==> config.mk <==
export PLATFORM = sky130hd
export DESIGN_NAME = codec_control_regs_one_two
export DESIGN_NICKNAME = d
export VERILOG_FILES = /design/src/include/codec_ctrl_pkg.sv /design/src/rtl/codec_control_regs_one_two.sv
export VERILOG_INCLUDE_DIRS = /design/src /design/src/include
export SDC_FILE = /design/constraint.sdc
export NUM_CORES = 1
export LEC_CHECK = 0
export BUFFER_PORTS_ARGS = -buffer_cell sky130_fd_sc_hd__buf_2
export CORE_UTILIZATION = 44
export DETAILED_ROUTE_END_ITERATION = 6
export PLACE_DENSITY = 0.79
export SLEW_MARGIN = 40
export SYNTH_ARGS = -nofsm -noshare
export SYNTH_HDL_FRONTEND = slang
export SYNTH_SLANG_ARGS = --single-unit
==> constraint.sdc <==
create_clock -name ref_clk -period 1.6 [get_ports ref_clk]
set_clock_uncertainty 0.2 [all_clocks]
set_input_delay 0.32 -clock ref_clk [delete_from_list [all_inputs] [get_ports ref_clk]]
set_output_delay 0.32 -clock ref_clk [all_outputs]
set_load 0.01 [all_outputs]
==> src/include/codec_ctrl_cfg.svh <==
/*
 Offsets, field positions, reset values and command layout for the
 first two control registers of the dual-channel codec.
 Assumes inclusion by bare name from the design file.
*/
`ifndef CODEC_CTRL_CFG_SVH
`define CODEC_CTRL_CFG_SVH

// Register numbers carried in the command's top three bits
`define REG_CODEC_MODE_FLAGS 3'h1
`define REG_PORT_CLOCK_CONFIG 3'h2

// Command word layout
`define CMD_ADDR_HI 15
`define CMD_ADDR_LO 13
`define CMD_RW_BIT 12

// Mode/flags register fields
`define F_ADC_OVF 7
`define F_CONT_XFER 6
`define F_FILTER_IIR 5
`define F_DAC_OVF 4
`define F_BIAS_LEVEL 3
`define F_ANALOG_LB 2
`define F_DIGITAL_LB 1
`define F_DAC_WORD_LEN 0

// Port/clock register fields
`define F_FAST_CLOCK 7
`define F_FILTER_BYPASS 6
`define F_ADDR_UPPER_HI 5
`define F_ADDR_UPPER_LO 3
`define F_GP_OUT 2
`define F_PORT_CFG_HI 1
`define F_PORT_CFG_LO 0

// Reset values
`define RST_CODEC_MODE_FLAGS 8'h00
`define RST_PORT_CLOCK_CONFIG 8'h20

// Read-only bits of the mode/flags register
`define RO_MASK_MODE_FLAGS 8'h90

`endif

==> src/include/codec_ctrl_pkg.sv <==
/*
 Types shared by the control register bank.
 Assumes the constants header sits on the include path.
*/
package codec_ctrl_pkg;
   typedef enum logic [1:0]
   {
      port_i2c,
      port_start_stop,
      port_gpo_on_data,
      port_clock_forward
   } host_port_mode_t;
endpackage

==> src/rtl/codec_control_regs_one_two.sv <==
/*
 Control registers 1 and 2 of one codec channel, with mirroring of
 shadowed bits from the sibling channel and the decode of the pin
 configuration and bit-clock source.
 Assumes a host port front end that delivers one decoded 16-bit
 command with a one-cycle strobe, and converters that pulse overflow.
*/
//
// Operation
// - Read-only ADC overflow flag
// - Mode bit: programming or continuous transfer
// - Filter bit selects FIR or IIR
// - Read-only DAC overflow flag
// - Bias bit selects low or high level
// - Analog loopback bit enables loopback
// - Digital loopback bit enables loopback
// - Word-length bit: 16 or 15 DAC bits
// - 15-bit word with LSB one exits continuous
// - Slow clock: bit clock from frame rate
// - Fast clock: master clock divided by P
// - Bypass bit bypasses both filters
// - Three upper address bits, reset 100
// - Port config 00 two-wire, 01 start-stop
// - 10 drives GENERAL_OUTPUT_BIT, 11 forwards clock
// - Shadowed bits mirror from other channel
`timescale 1ns/1ps
`include "codec_ctrl_cfg.svh"

module codec_control_regs_one_two
(
   input wire logic ref_clk,
   input wire logic rstn,
   input wire logic cmd_valid,
   input wire logic [15:0] cmd_word,
   output logic [7:0] rd_data,
   output logic rd_valid,
   input wire logic shadow_wr_in,
   input wire logic [2:0] shadow_addr_in,
   input wire logic [7:0] shadow_data_in,
   output logic shadow_wr_out,
   output logic [2:0] shadow_addr_out,
   output logic [7:0] shadow_data_out,
   input wire logic adc_ovf_event,
   input wire logic adc_ovf_clear,
   input wire logic dac_ovf_event,
   input wire logic dac_ovf_clear,
   input wire logic dac_word_valid,
   input wire logic [15:0] dac_word,
   input wire logic [3:0] cascade_addr,
   input wire logic scl_in,
   input wire logic frame_flag,
   output logic continuous_transfer_sel,
   output logic filter_iir_sel,
   output logic bias_level_sel,
   output logic analog_loopback_en,
   output logic digital_loopback_en,
   output logic dac_word_length_sel,
   output logic [15:0] dac_sample,
   output logic dac_sample_valid,
   output logic fast_clock_sel,
   output logic filter_bypass,
   output logic [6:0] device_addr,
   output logic general_output_bit,
   output codec_ctrl_pkg::host_port_mode_t host_port_config,
   output logic sda_out,
   output logic sda_oe_n,
   output logic dout_forward,
   output logic dout_forward_en
);

   ////////////////////////////////////////////////////////////////////
   // Command decode

   logic [7:0] mode_reg;
   logic [7:0] mode_next;
   logic [7:0] port_reg;
   logic [7:0] port_next;
   logic adc_ovf_reg;
   logic dac_ovf_reg;

   // Register number sits in the top three command bits
   wire [2:0] cmd_addr = cmd_word[`CMD_ADDR_HI:`CMD_ADDR_LO];
   wire cmd_read = cmd_word[`CMD_RW_BIT];
   wire host_wr = cmd_valid & ~cmd_read;
   wire host_rd = cmd_valid & cmd_read;
   wire wr_mode = host_wr & (cmd_addr == `REG_CODEC_MODE_FLAGS);
   wire wr_port = host_wr & (cmd_addr == `REG_PORT_CLOCK_CONFIG);
   wire sh_mode = shadow_wr_in & (shadow_addr_in == `REG_CODEC_MODE_FLAGS);
   wire sh_port = shadow_wr_in & (shadow_addr_in == `REG_PORT_CLOCK_CONFIG);

   // Shadow masks: which bits follow the sibling channel
   localparam logic [7:0] SH_MODE_MASK = 8'h49;
   localparam logic [7:0] SH_PORT_MASK = 8'hff;

   function automatic logic [7:0] merge
   (
      input logic [7:0] old_v,
      input logic [7:0] new_v,
      input logic [7:0] mask
   );
      merge = (old_v & ~mask) | (new_v & mask);
   endfunction

   // A 15-bit word with LSB set ends continuous transfer
   wire cx_exit = dac_word_valid & mode_reg[`F_CONT_XFER]
      & ~mode_reg[`F_DAC_WORD_LEN] & dac_word[0];

   ////////////////////////////////////////////////////////////////////
   // Next-state of writable bits; a local write beats a mirror write

   always_comb
   begin
      mode_next = mode_reg;
      if (sh_mode)
         mode_next = merge(mode_next, shadow_data_in, SH_MODE_MASK);
      if (wr_mode)
         mode_next = merge(mode_next, cmd_word[7:0],
            ~`RO_MASK_MODE_FLAGS);
      if (cx_exit)
         mode_next[`F_CONT_XFER] = 1'b0;
      mode_next[`F_ADC_OVF] = 1'b0;
      mode_next[`F_DAC_OVF] = 1'b0;
      port_next = port_reg;
      if (sh_port)
         port_next = merge(port_next, shadow_data_in, SH_PORT_MASK);
      if (wr_port)
         port_next = cmd_word[7:0];
   end

   // Control registers take their defaults at reset
   always_ff @(posedge ref_clk or negedge rstn)
   begin
      if (!rstn)
      begin
         mode_reg <= `RST_CODEC_MODE_FLAGS;
         port_reg <= `RST_PORT_CLOCK_CONFIG;
      end
      else
      begin
         mode_reg <= mode_next;
         port_reg <= port_next;
      end
   end

   ////////////////////////////////////////////////////////////////////
   // Overflow flags: set only by converters; set wins over clear

   always_ff @(posedge ref_clk or negedge rstn)
   begin
      if (!rstn)
      begin
         adc_ovf_reg <= 1'b0;
         dac_ovf_reg <= 1'b0;
      end
      else
      begin
         adc_ovf_reg <= adc_ovf_event | (adc_ovf_reg & ~adc_ovf_clear);
         dac_ovf_reg <= dac_ovf_event | (dac_ovf_reg & ~dac_ovf_clear);
      end
   end

   ////////////////////////////////////////////////////////////////////
   // Read path and mirror broadcast

   wire [7:0] mode_view = {adc_ovf_reg, mode_reg[6:5], dac_ovf_reg,
      mode_reg[3:0]};
   wire [7:0] rd_mux = (cmd_addr == `REG_CODEC_MODE_FLAGS) ? mode_view :
      (cmd_addr == `REG_PORT_CLOCK_CONFIG) ? port_reg : 8'h00;

   // Data outputs registered; unmapped numbers read zero
   always_ff @(posedge ref_clk or negedge rstn)
   begin
      if (!rstn)
      begin
         rd_data <= 8'h00;
         rd_valid <= 1'b0;
         shadow_wr_out <= 1'b0;
         shadow_addr_out <= 3'h0;
         shadow_data_out <= 8'h00;
         dac_sample <= 16'h0000;
         dac_sample_valid <= 1'b0;
      end
      else
      begin
         rd_valid <= host_rd;
         if (host_rd)
            rd_data <= rd_mux;
         shadow_wr_out <= wr_mode | wr_port;
         shadow_addr_out <= cmd_addr;
         shadow_data_out <= cmd_word[7:0];
         // Only data words pass; an exit word is swallowed
         dac_sample_valid <= dac_word_valid & mode_reg[`F_CONT_XFER]
            & ~cx_exit;
         if (dac_word_valid)
            dac_sample <= mode_reg[`F_DAC_WORD_LEN] ? dac_word :
               {dac_word[15:1], 1'b0};
      end
   end

   ////////////////////////////////////////////////////////////////////
   // Control outputs

   assign continuous_transfer_sel = mode_reg[`F_CONT_XFER];
   assign filter_iir_sel = mode_reg[`F_FILTER_IIR];
   assign bias_level_sel = mode_reg[`F_BIAS_LEVEL];
   assign analog_loopback_en = mode_reg[`F_ANALOG_LB];
   assign digital_loopback_en = mode_reg[`F_DIGITAL_LB];
   assign dac_word_length_sel = mode_reg[`F_DAC_WORD_LEN];
   // Clock generator picks frame-based or divided master clock
   assign fast_clock_sel = port_reg[`F_FAST_CLOCK];
   assign filter_bypass = port_reg[`F_FILTER_BYPASS];
   assign device_addr = {port_reg[`F_ADDR_UPPER_HI:`F_ADDR_UPPER_LO],
      cascade_addr};
   assign general_output_bit = port_reg[`F_GP_OUT];
   assign host_port_config = codec_ctrl_pkg::host_port_mode_t'(
      port_reg[`F_PORT_CFG_HI:`F_PORT_CFG_LO]);

   // Pin routing; two-wire modes leave the data pin to the front end
   wire pin_gpo = host_port_config == codec_ctrl_pkg::port_gpo_on_data;
   wire pin_fwd = host_port_config == codec_ctrl_pkg::port_clock_forward;
   assign sda_out = pin_fwd ? frame_flag : general_output_bit;
   assign sda_oe_n = ~(pin_gpo | pin_fwd);
   assign dout_forward = pin_fwd & scl_in;
   assign dout_forward_en = pin_fwd;

   ////////////////////////////////////////////////////////////////////
   // Checks

   a_addr_reset: assert property (@(posedge ref_clk)
      $rose(rstn) |-> device_addr[6:4] == 3'b100)
      else $error("address bits not 100 after reset");
   a_mode_reset: assert property (@(posedge ref_clk)
      $rose(rstn) |-> mode_view == 8'h00)
      else $error("mode register not zero after reset");
   a_ovf_ignore: assert property (@(posedge ref_clk) disable iff (!rstn)
      wr_mode && !adc_ovf_event && !adc_ovf_reg |=> !adc_ovf_reg)
      else $error("host write set overflow flag");
   a_adc_ovf_set: assert property (@(posedge ref_clk) disable iff (!rstn)
      adc_ovf_event |=> rd_mux[7] || cmd_addr != 3'h1)
      else $error("adc overflow not shown");
   a_dac_ovf_set: assert property (@(posedge ref_clk) disable iff (!rstn)
      dac_ovf_event |=> dac_ovf_reg [*1])
      else $error("dac overflow flag not set");
   a_cx_exit: assert property (@(posedge ref_clk) disable iff (!rstn)
      cx_exit |=> !continuous_transfer_sel && !dac_sample_valid)
      else $error("continuous mode not left");
   a_mode_write: assert property (@(posedge ref_clk) disable iff (!rstn)
      wr_mode && !cx_exit |=> filter_iir_sel == $past(cmd_word[5])
      && bias_level_sel == $past(cmd_word[3]))
      else $error("mode write not stored");
   a_port_write: assert property (@(posedge ref_clk) disable iff (!rstn)
      wr_port |=> port_reg == $past(cmd_word[7:0]))
      else $error("port write not stored");
   a_shadow_copy: assert property (@(posedge ref_clk) disable iff (!rstn)
      sh_port && !wr_port |=> port_reg == $past(shadow_data_in))
      else $error("shadow write not mirrored");
   a_read_data: assert property (@(posedge ref_clk) disable iff (!rstn)
      host_rd |=> rd_valid && rd_data == $past(rd_mux))
      else $error("read answer wrong");
   a_pin_gpo: assert property (@(posedge ref_clk) disable iff (!rstn)
      pin_gpo |-> !sda_oe_n && sda_out == general_output_bit)
      else $error("gpo not on data pin");

   c_cx_exit: cover property (@(posedge ref_clk) cx_exit);
   c_shadow: cover property (@(posedge ref_clk) sh_mode);
   c_read: cover property (@(posedge ref_clk) host_rd ##1 rd_valid);
   c_forward: cover property (@(posedge ref_clk) pin_fwd);

endmodule

; Yosys cells after proc, flatten, opt, wreduce, memory -nomap -nowiden
; Cells that the tools add are included.
[op_classes]
eq_ne = 6
mux = 9
n_bitwise = 25
n_reduce_logical = 3
[ops]
columns = op, n
row1 = $mux W8, 4
row2 = $mux W7, 2
row3 = $and A1 B1 Y1, 13
row4 = $or A5 B7 Y7, 1
row5 = $or A6 B7 Y7, 1
row6 = $eq A3 B1 Y1 const B, 2
row7 = $eq A3 B2 Y1 const B, 2
row8 = $not A1 Y1, 6
row9 = $eq A2 B2 Y1 const B, 2
row10 = $or A1 B1 Y1, 4
row11 = $reduce_bool A2 Y1, 2
row12 = $mux W1, 3
row13 = $reduce_bool A3 Y1, 1
[totals]
reg_bits = 54
word_cells = 55

; Logic depth before layout (Yosys ltp)
; Gate-level depths: netlist (run 1).
[depth]
depth_word = 6
depth_mapped = 5

; Least setup slack after synthesis (run 1)
; OpenSTA, ideal clock, no wires.
[synth_timing]
path_type = input port to flip-flop
from = in shadow_addr_in[0]
to = reg port_reg[0]
t_arrival_ns = 1.346
path_slack_ns = -0.071
path_stages = 4
cell_sequence = nor4bb_1 buf_2 mux2_2 mux2_2
[synth_via]
elab_chain_cells = 3
[synth_lines]
columns = element, line
row1 = "start, declared", codec_control_regs_one_two.sv:38  ; input wire logic [2:0] shadow_addr_in,
row2 = $eq A3 B2 Y1 (no source line), -
row3 = $and A1 B1 Y1, codec_control_regs_one_two.sv:89  ; wire sh_port = shadow_wr_in & (shadow_addr_in == `REG_PORT_CLOCK_CONFIG);
row4 = $reduce_bool A2 Y1 (no source line), -
row5 = "end signal, assigned", codec_control_regs_one_two.sv:136  ; port_reg <= `RST_PORT_CLOCK_CONFIG;
row6 = "end signal, assigned", codec_control_regs_one_two.sv:141  ; port_reg <= port_next;
row7 = "end, declared", codec_control_regs_one_two.sv:76  ; logic [7:0] port_reg;
; Every way passes these cells.
; A chain may end at the register's enable or synchronous reset.

; Worst setup path after layout (run 1)
[layout_timing]
from = reg port_reg[1]
to = out sda_out
[layout_via]
elab_chain_cells = 2
[layout_lines]
columns = element, line
row1 = $eq A2 B2 Y1, codec_control_regs_one_two.sv:220  ; wire pin_fwd = host_port_config == codec_ctrl_pkg::port_clock_forward;
row2 = $mux W1, codec_control_regs_one_two.sv:221  ; assign sda_out = pin_fwd ? frame_flag : general_output_bit;
row3 = "end, declared", codec_control_regs_one_two.sv:65  ; output logic sda_out,
; Every way passes these cells.

==> results of run 1 <==
==> per-layer routing <==
layer  GRT usage  part of all wire  up-vias
li1            -                 -      789
met1      0.2614              0.42      806
met2      0.3406              0.53       49
met3     0.03194             0.038        7
met4     0.07407             0.014        0
met5           0                 0        -
==> power by group <==
| group | switching, mW | internal [mW] |
|---|---|---|
| combinational | 0.388 | 0.514 |
| sequential | 0.122 | 1.55 |
| clock | 0.402 | 0.350 |
==> cell usage after synthesis <==
cell type | instances | share of area
mux2_1 | 1 | 0.0052
nand2_1 | 2 | 0.0034
buf_2 | 4 | 0.0092
buf_4 | 4 | 0.014
dfstp_2 | 1 | 0.012
nor4bb_1 | 1 | 0.0046
nor3b_4 | 2 | 0.017
inv_1 | 4 | 0.0069
and4bb_2 | 1 | 0.0057
and3_1 | 1 | 0.0029
nor3_1 | 2 | 0.0046
dfrtp_1 | 53 | 0.61
nand2_4 | 2 | 0.010
a21o_1 | 2 | 0.0069
nand3_1 | 1 | 0.0023
or3b_2 | 1 | 0.0040
and2b_1 | 1 | 0.0034
a21oi_1 | 11 | 0.025
o21ai_0 | 1 | 0.0023
o32ai_1 | 1 | 0.0040
mux2_2 | 34 | 0.18
nor2b_1 | 1 | 0.0029
clkbuf_1 | 1 | 0.0017
nor2_1 | 8 | 0.014
mux2i_1 | 3 | 0.014
a22oi_1 | 8 | 0.028
and2_1 | 2 | 0.0057
nand2b_1 | 2 | 0.0057
==> kinds of logic after synthesis <==
group / count (synthesis) / share of synthesized area
compound gates: 23 / 0.06605
buf+inv: 13 / 0.03159
flops: 54 / 0.6209
mux: 38 / 0.1947
simple gates: 27 / 0.08674
==> through the flow <==
step | power, mW | worst slack, ns | util | area (sq um)
global route | 3.516 | -0.2349 | 0.6545 | 3112
floorplan | 2.125 | -0.05506 | - | 2233
finish | 3.326 | -0.2074 | 0.6545 | 3112
global placement | 2.481 | -0.2349 | 0.5979 | 2843
CTS | 3.323 | -0.1945 | 0.6466 | 3074
detailed placement | 2.509 | -0.2547 | 0.5979 | 2843
==> layout make-up <==
cell class / count / area [sq um]
Clock inverter: 1 / 5.005
Tap cell: 67 / 83.83
Timing Repair Buffer: 125 / 747.0
Inverter: 4 / 15.01
Multi-Input combinational cell: 88 / 822.0
Clock buffer: 7 / 86.33
Sequential cell: 54 / 1353
Fill cell: 380 / 1643
==> how the worst max path moves through the flow <==
stage / endpoint / from / cells past startpoint
6_report: sda_out / port_reg[1] / 3
5_1_grt: sda_out / port_reg[1] / 3
4_1_cts: sda_out / port_reg[0] / 3
3_5_place_dp: port_reg[3] / shadow_addr_in[2] / 5
3_3_place_gp: port_reg[0] / shadow_addr_in[2] / 5
2_1_floorplan: port_reg[0] / shadow_addr_in[2] / 4
==> worst max-delay path: stages (launching register included) <==
cell     delay (ns)
dfrtp_1        0.40
and2_4         0.17
mux2_4         0.30
buf_6          0.12
==> timing repair <==
action,in CTS,in global routing
endpoints found under the setup margin,2,3
pin swaps,0,1
setup buffers,1,1
gates cloned,0,0
gates resized for setup,3,4
hold buffers,12,1
endpoints found under the hold margin,64,1
==> metrics.txt, run 1 <==
Setup-failing EPs final 3; Die W 72.36 um; ANT cells 0; post-route setup slack -0.2074 ns; number of library cell types mapped by synthesis 28; via/cell ratio 4.772; Critical Path End Type output pin; cell area power density 1069 nW/um^2; syn_nets 213; Mean Syn Cell Area 14.05 sq um; most common cell after layout, fill and taps aside buf_2; Hold Path Sink dac_ovf_reg; Die Ht 72.36 um; flops & latches, synth 54; WHS Path Cells 2; Num CTS Buffers 5; failing checks negative setup slack; maximum achievable frequency 553.3 MHz; worst-margin pin slew 0.5252 ns; DIE AREA 5236 sq um; HP Start dac_ovf_event; Routed WL 5075 um; Clock Tree Buf Depth 2; critical path arrival 1.29 ns; Register-to-Register Path Depth 4; post-route insts no fill 346; PortBufs 105; # clock sinks 54; antenna violations before repair 0; DRC Markers 0; layout cells sized above 1 0.5842; synthesized instance count 155; Reg clk slew, reported paths 0.09 ns; Core Area 4755 sq um; WP data required 1.08 ns; VDD IR max 0.0005971 V; R2R Setup Slk 0.13 ns; H-tree lvl count 2; Max-cap violations 0; largest net degree at the start of global routing 55; Root Buffer clkbuf_8; FP Rows 25; crit share post-route 1.130; Final Hold Viols 0; fin. max-slew vios 0; DR vias 1651; WHS 0.01743 ns; Nets 336; GR Overflow Total 0; FF-to-FF End port_reg[0]; status complete, but fails checks; Yosys warning count 0; cell area after synthesis 2178 sq um; Reg with most FFs dac_sample; crit path launch type flip-flop; RSZ-0062 raised after global routing yes; Post-Route Setup TNS -0.3872 ns; Routed Antenna Nets 0; max FFs per register 16; Ports 118; initial core utilization 0.4582; Reg2Reg Launch Point port_reg[0]; placer congestion estimate 0.7240; Pleak 1.576 nW; DRT Pass-1 Iters 4; vias in the first global route 1627; Max transition margin 0.6499; first-pass GRT wire length 7941 um; crit-path max FO 2; fin crit period 1.807 ns; initial DRC count 63; placed cells 323; Crit Path Class flip-flop to output pin; Seq/Total Area, Yosys 0.6209; CTS tree built; GRT Total Usage 0.2012; area grow syn2layout 42.85%; drt wl/cell 14.67 um; most frequent cells in the layout 102 x buf_2, 53 x dfrtp_1, 20 x mux2_2, 15 x mux2_4, 13 x dlygate4sd3_1; HP Class primary input to flip-flop; Worst-Skew Late Latency 0.29 ns; post-detail-place hpwl 3614 um
Note: power is estimated with default switching activity, not from simulation.
==> run 2, diff against run 1 <==
- CORE_UTILIZATION: 44 -> 46
- CTS_BUF_LIST: unset -> sky130_fd_sc_hd__clkbuf_8
- PLACE_DENSITY: 0.79 -> 0.82
==> metrics.txt, run 2 (synthesis gave the netlist of run 1 again) <==
Root Buffer clkbuf_8; Routed WL 5364 um; fin crit period 1.795 ns; Max-cap violations 0; initial core utilization 0.4901; combinational share of power 0.263; DP Worst Slack -0.3052 ns; Clock Power Share 0.256; worst-margin pin slew 0.4788 ns; Core Area 4444 sq um; routed length on met3 234 um; GR Overflow Total 0; NetSw 0.9423 mW; final instance area 3128 sq um; crit share post-route 1.122; largest net degree at the start of global routing 26; GRT Total Usage 0.2281; ANT cells 0; DR WL met2 2849 um; drt wl/cell 16.16 um; DR vias 1711; CTS tree built; Net Sw Frac 0.2723; fin. max-slew vios 0; RSZ-0062 raised after global routing yes; top layer in use met4; Routed Antenna Nets 0; failing checks design-rule violations, negative setup slack; post-route setup slack -0.1953 ns; via/cell ratio 5.154; Die W 70.82 um; post-route met1 wirelength 2208 um; DIE AREA 5015 sq um; max FFs per register 16; final core occ 0.7038; Reg clk slew, reported paths 0.10 ns; placer congestion estimate 0.7538; antenna violations before repair 0; maximum achievable frequency 557.0 MHz; Design Power 3.460 mW; Reg with most FFs dac_sample; DRT Pass-1 Iters 6; area grow syn2layout 43.60%; Clock Tree Buf Depth 2; Int Pwr 2.518 mW; most common cell after layout, fill and taps aside buf_2; crit path launch type flip-flop; Critical Path End Type output pin; most frequent cells in the layout 102 x buf_2, 53 x dfrtp_1, 20 x mux2_2, 15 x mux2_4, 13 x dlygate4sd3_1; R2R Setup Slk 0.14 ns; crit-path max FO 2; status complete, but fails checks; Die Ht 70.82 um; initial DRC count 72; layout cells sized above 1 0.5929; DRC Markers 12; Nets 337; Final Hold Viols 0; HP Class primary input to flip-flop; PortBufs 105; critical path arrival 1.28 ns; first-pass GRT wire length 8742 um; WP data required 1.08 ns; Crit Path Class flip-flop to output pin; # clock sinks 54; Max transition margin 0.6805; vias in the first global route 1817; H-tree lvl count 2; Setup-failing EPs final 2; cell area power density 1106 nW/um^2; post-detail-place hpwl 3889 um; Seq pwr share 0.482; Ports 118; FP Rows 24; Pleak 1.596 nW; Worst-Skew Late Latency 0.31 ns; Num CTS Buffers 5; Post-Route Setup TNS -0.3448 ns; VDD IR max 0.0006022 V; placed inst area 2839 sq um
[run 2: cell count changes in the layout (fill, tap and decap cells not counted)]
cell       change
and3_1         -1
and3_4         +1
buf_4          +2
buf_6          -1
bufinv_16      +1
clkbuf_1       -1
clkbuf_8       -1
clkinv_2       +1
nor4bb_2       -1
nor4bb_4       +1
[run 2: worst max-delay path, stage by stage, from the launching register on]
cell     delay (ns)
dfrtp_1        0.39
and2_4         0.17
mux2_4         0.30
buf_6          0.12
[run 2: final timing paths]
kind	from	depth (start not counted)	end
max	port_reg[1]	3	sda_out
min	cmd_word[15]	1	shadow_addr_out[2]
max reg2reg	port_reg[0]	4	port_reg[0]
min reg2reg	dac_ovf_reg	1	dac_ovf_reg
max in group asynchronous	rstn	3	dac_sample[7]
min in group asynchronous	rstn	2	shadow_data_out[6]
[run 2: timing repair]
| action | CTS | global route |
|---|---|---|
| endpoints found under the hold margin | 26 | 0 |
| setup buffers | 1 | 2 |
| gates resized for setup | 3 | 6 |
| hold buffers | 13 | 0 |
| pin swaps | 1 | 0 |
| setup endpoints to repair | 2 | 9 |
[run 2: per-layer routing]
metal	vias up	track usage
met4	0	0.07111
li1	794	-
met5	-	0
met3	8	0.03704
met2	55	0.4060
met1	854	0.2863
[run 2: per-stage QoR]
stage | hold WS [ns] | cells
after floorplan | -0.1756 | 155
after global placement | 0.05447 | 310
after detailed placement | 0.05824 | 310
after CTS | 0.003487 | 332
after global routing | 0.001258 | 332
final | 0.007808 | 332
[run 2: power by group through the flow]
stage	registers, mW	clock network, mW	logic [mW]
6_report	1.67	0.884	0.909
5_1_grt	1.69	0.958	0.980
4_1_cts	1.66	0.906	0.885
3_5_place_dp	1.69	0	0.827
3_3_place_gp	1.68	0	0.801
2_1_floorplan	1.78	0	0.349
[run 2: cell type report]
| class | count | area, sq um |
|---|---|---|
| inverter | 4 | 15.01 |
| sequential | 54 | 1353 |
| tap | 52 | 65.06 |
| multi-input combinational | 88 | 835.8 |
| timing repair buffer | 126 | 750.7 |
| clock inverter | 3 | 40.04 |
| fill | 326 | 1316 |
| clock buffer | 5 | 68.82 |
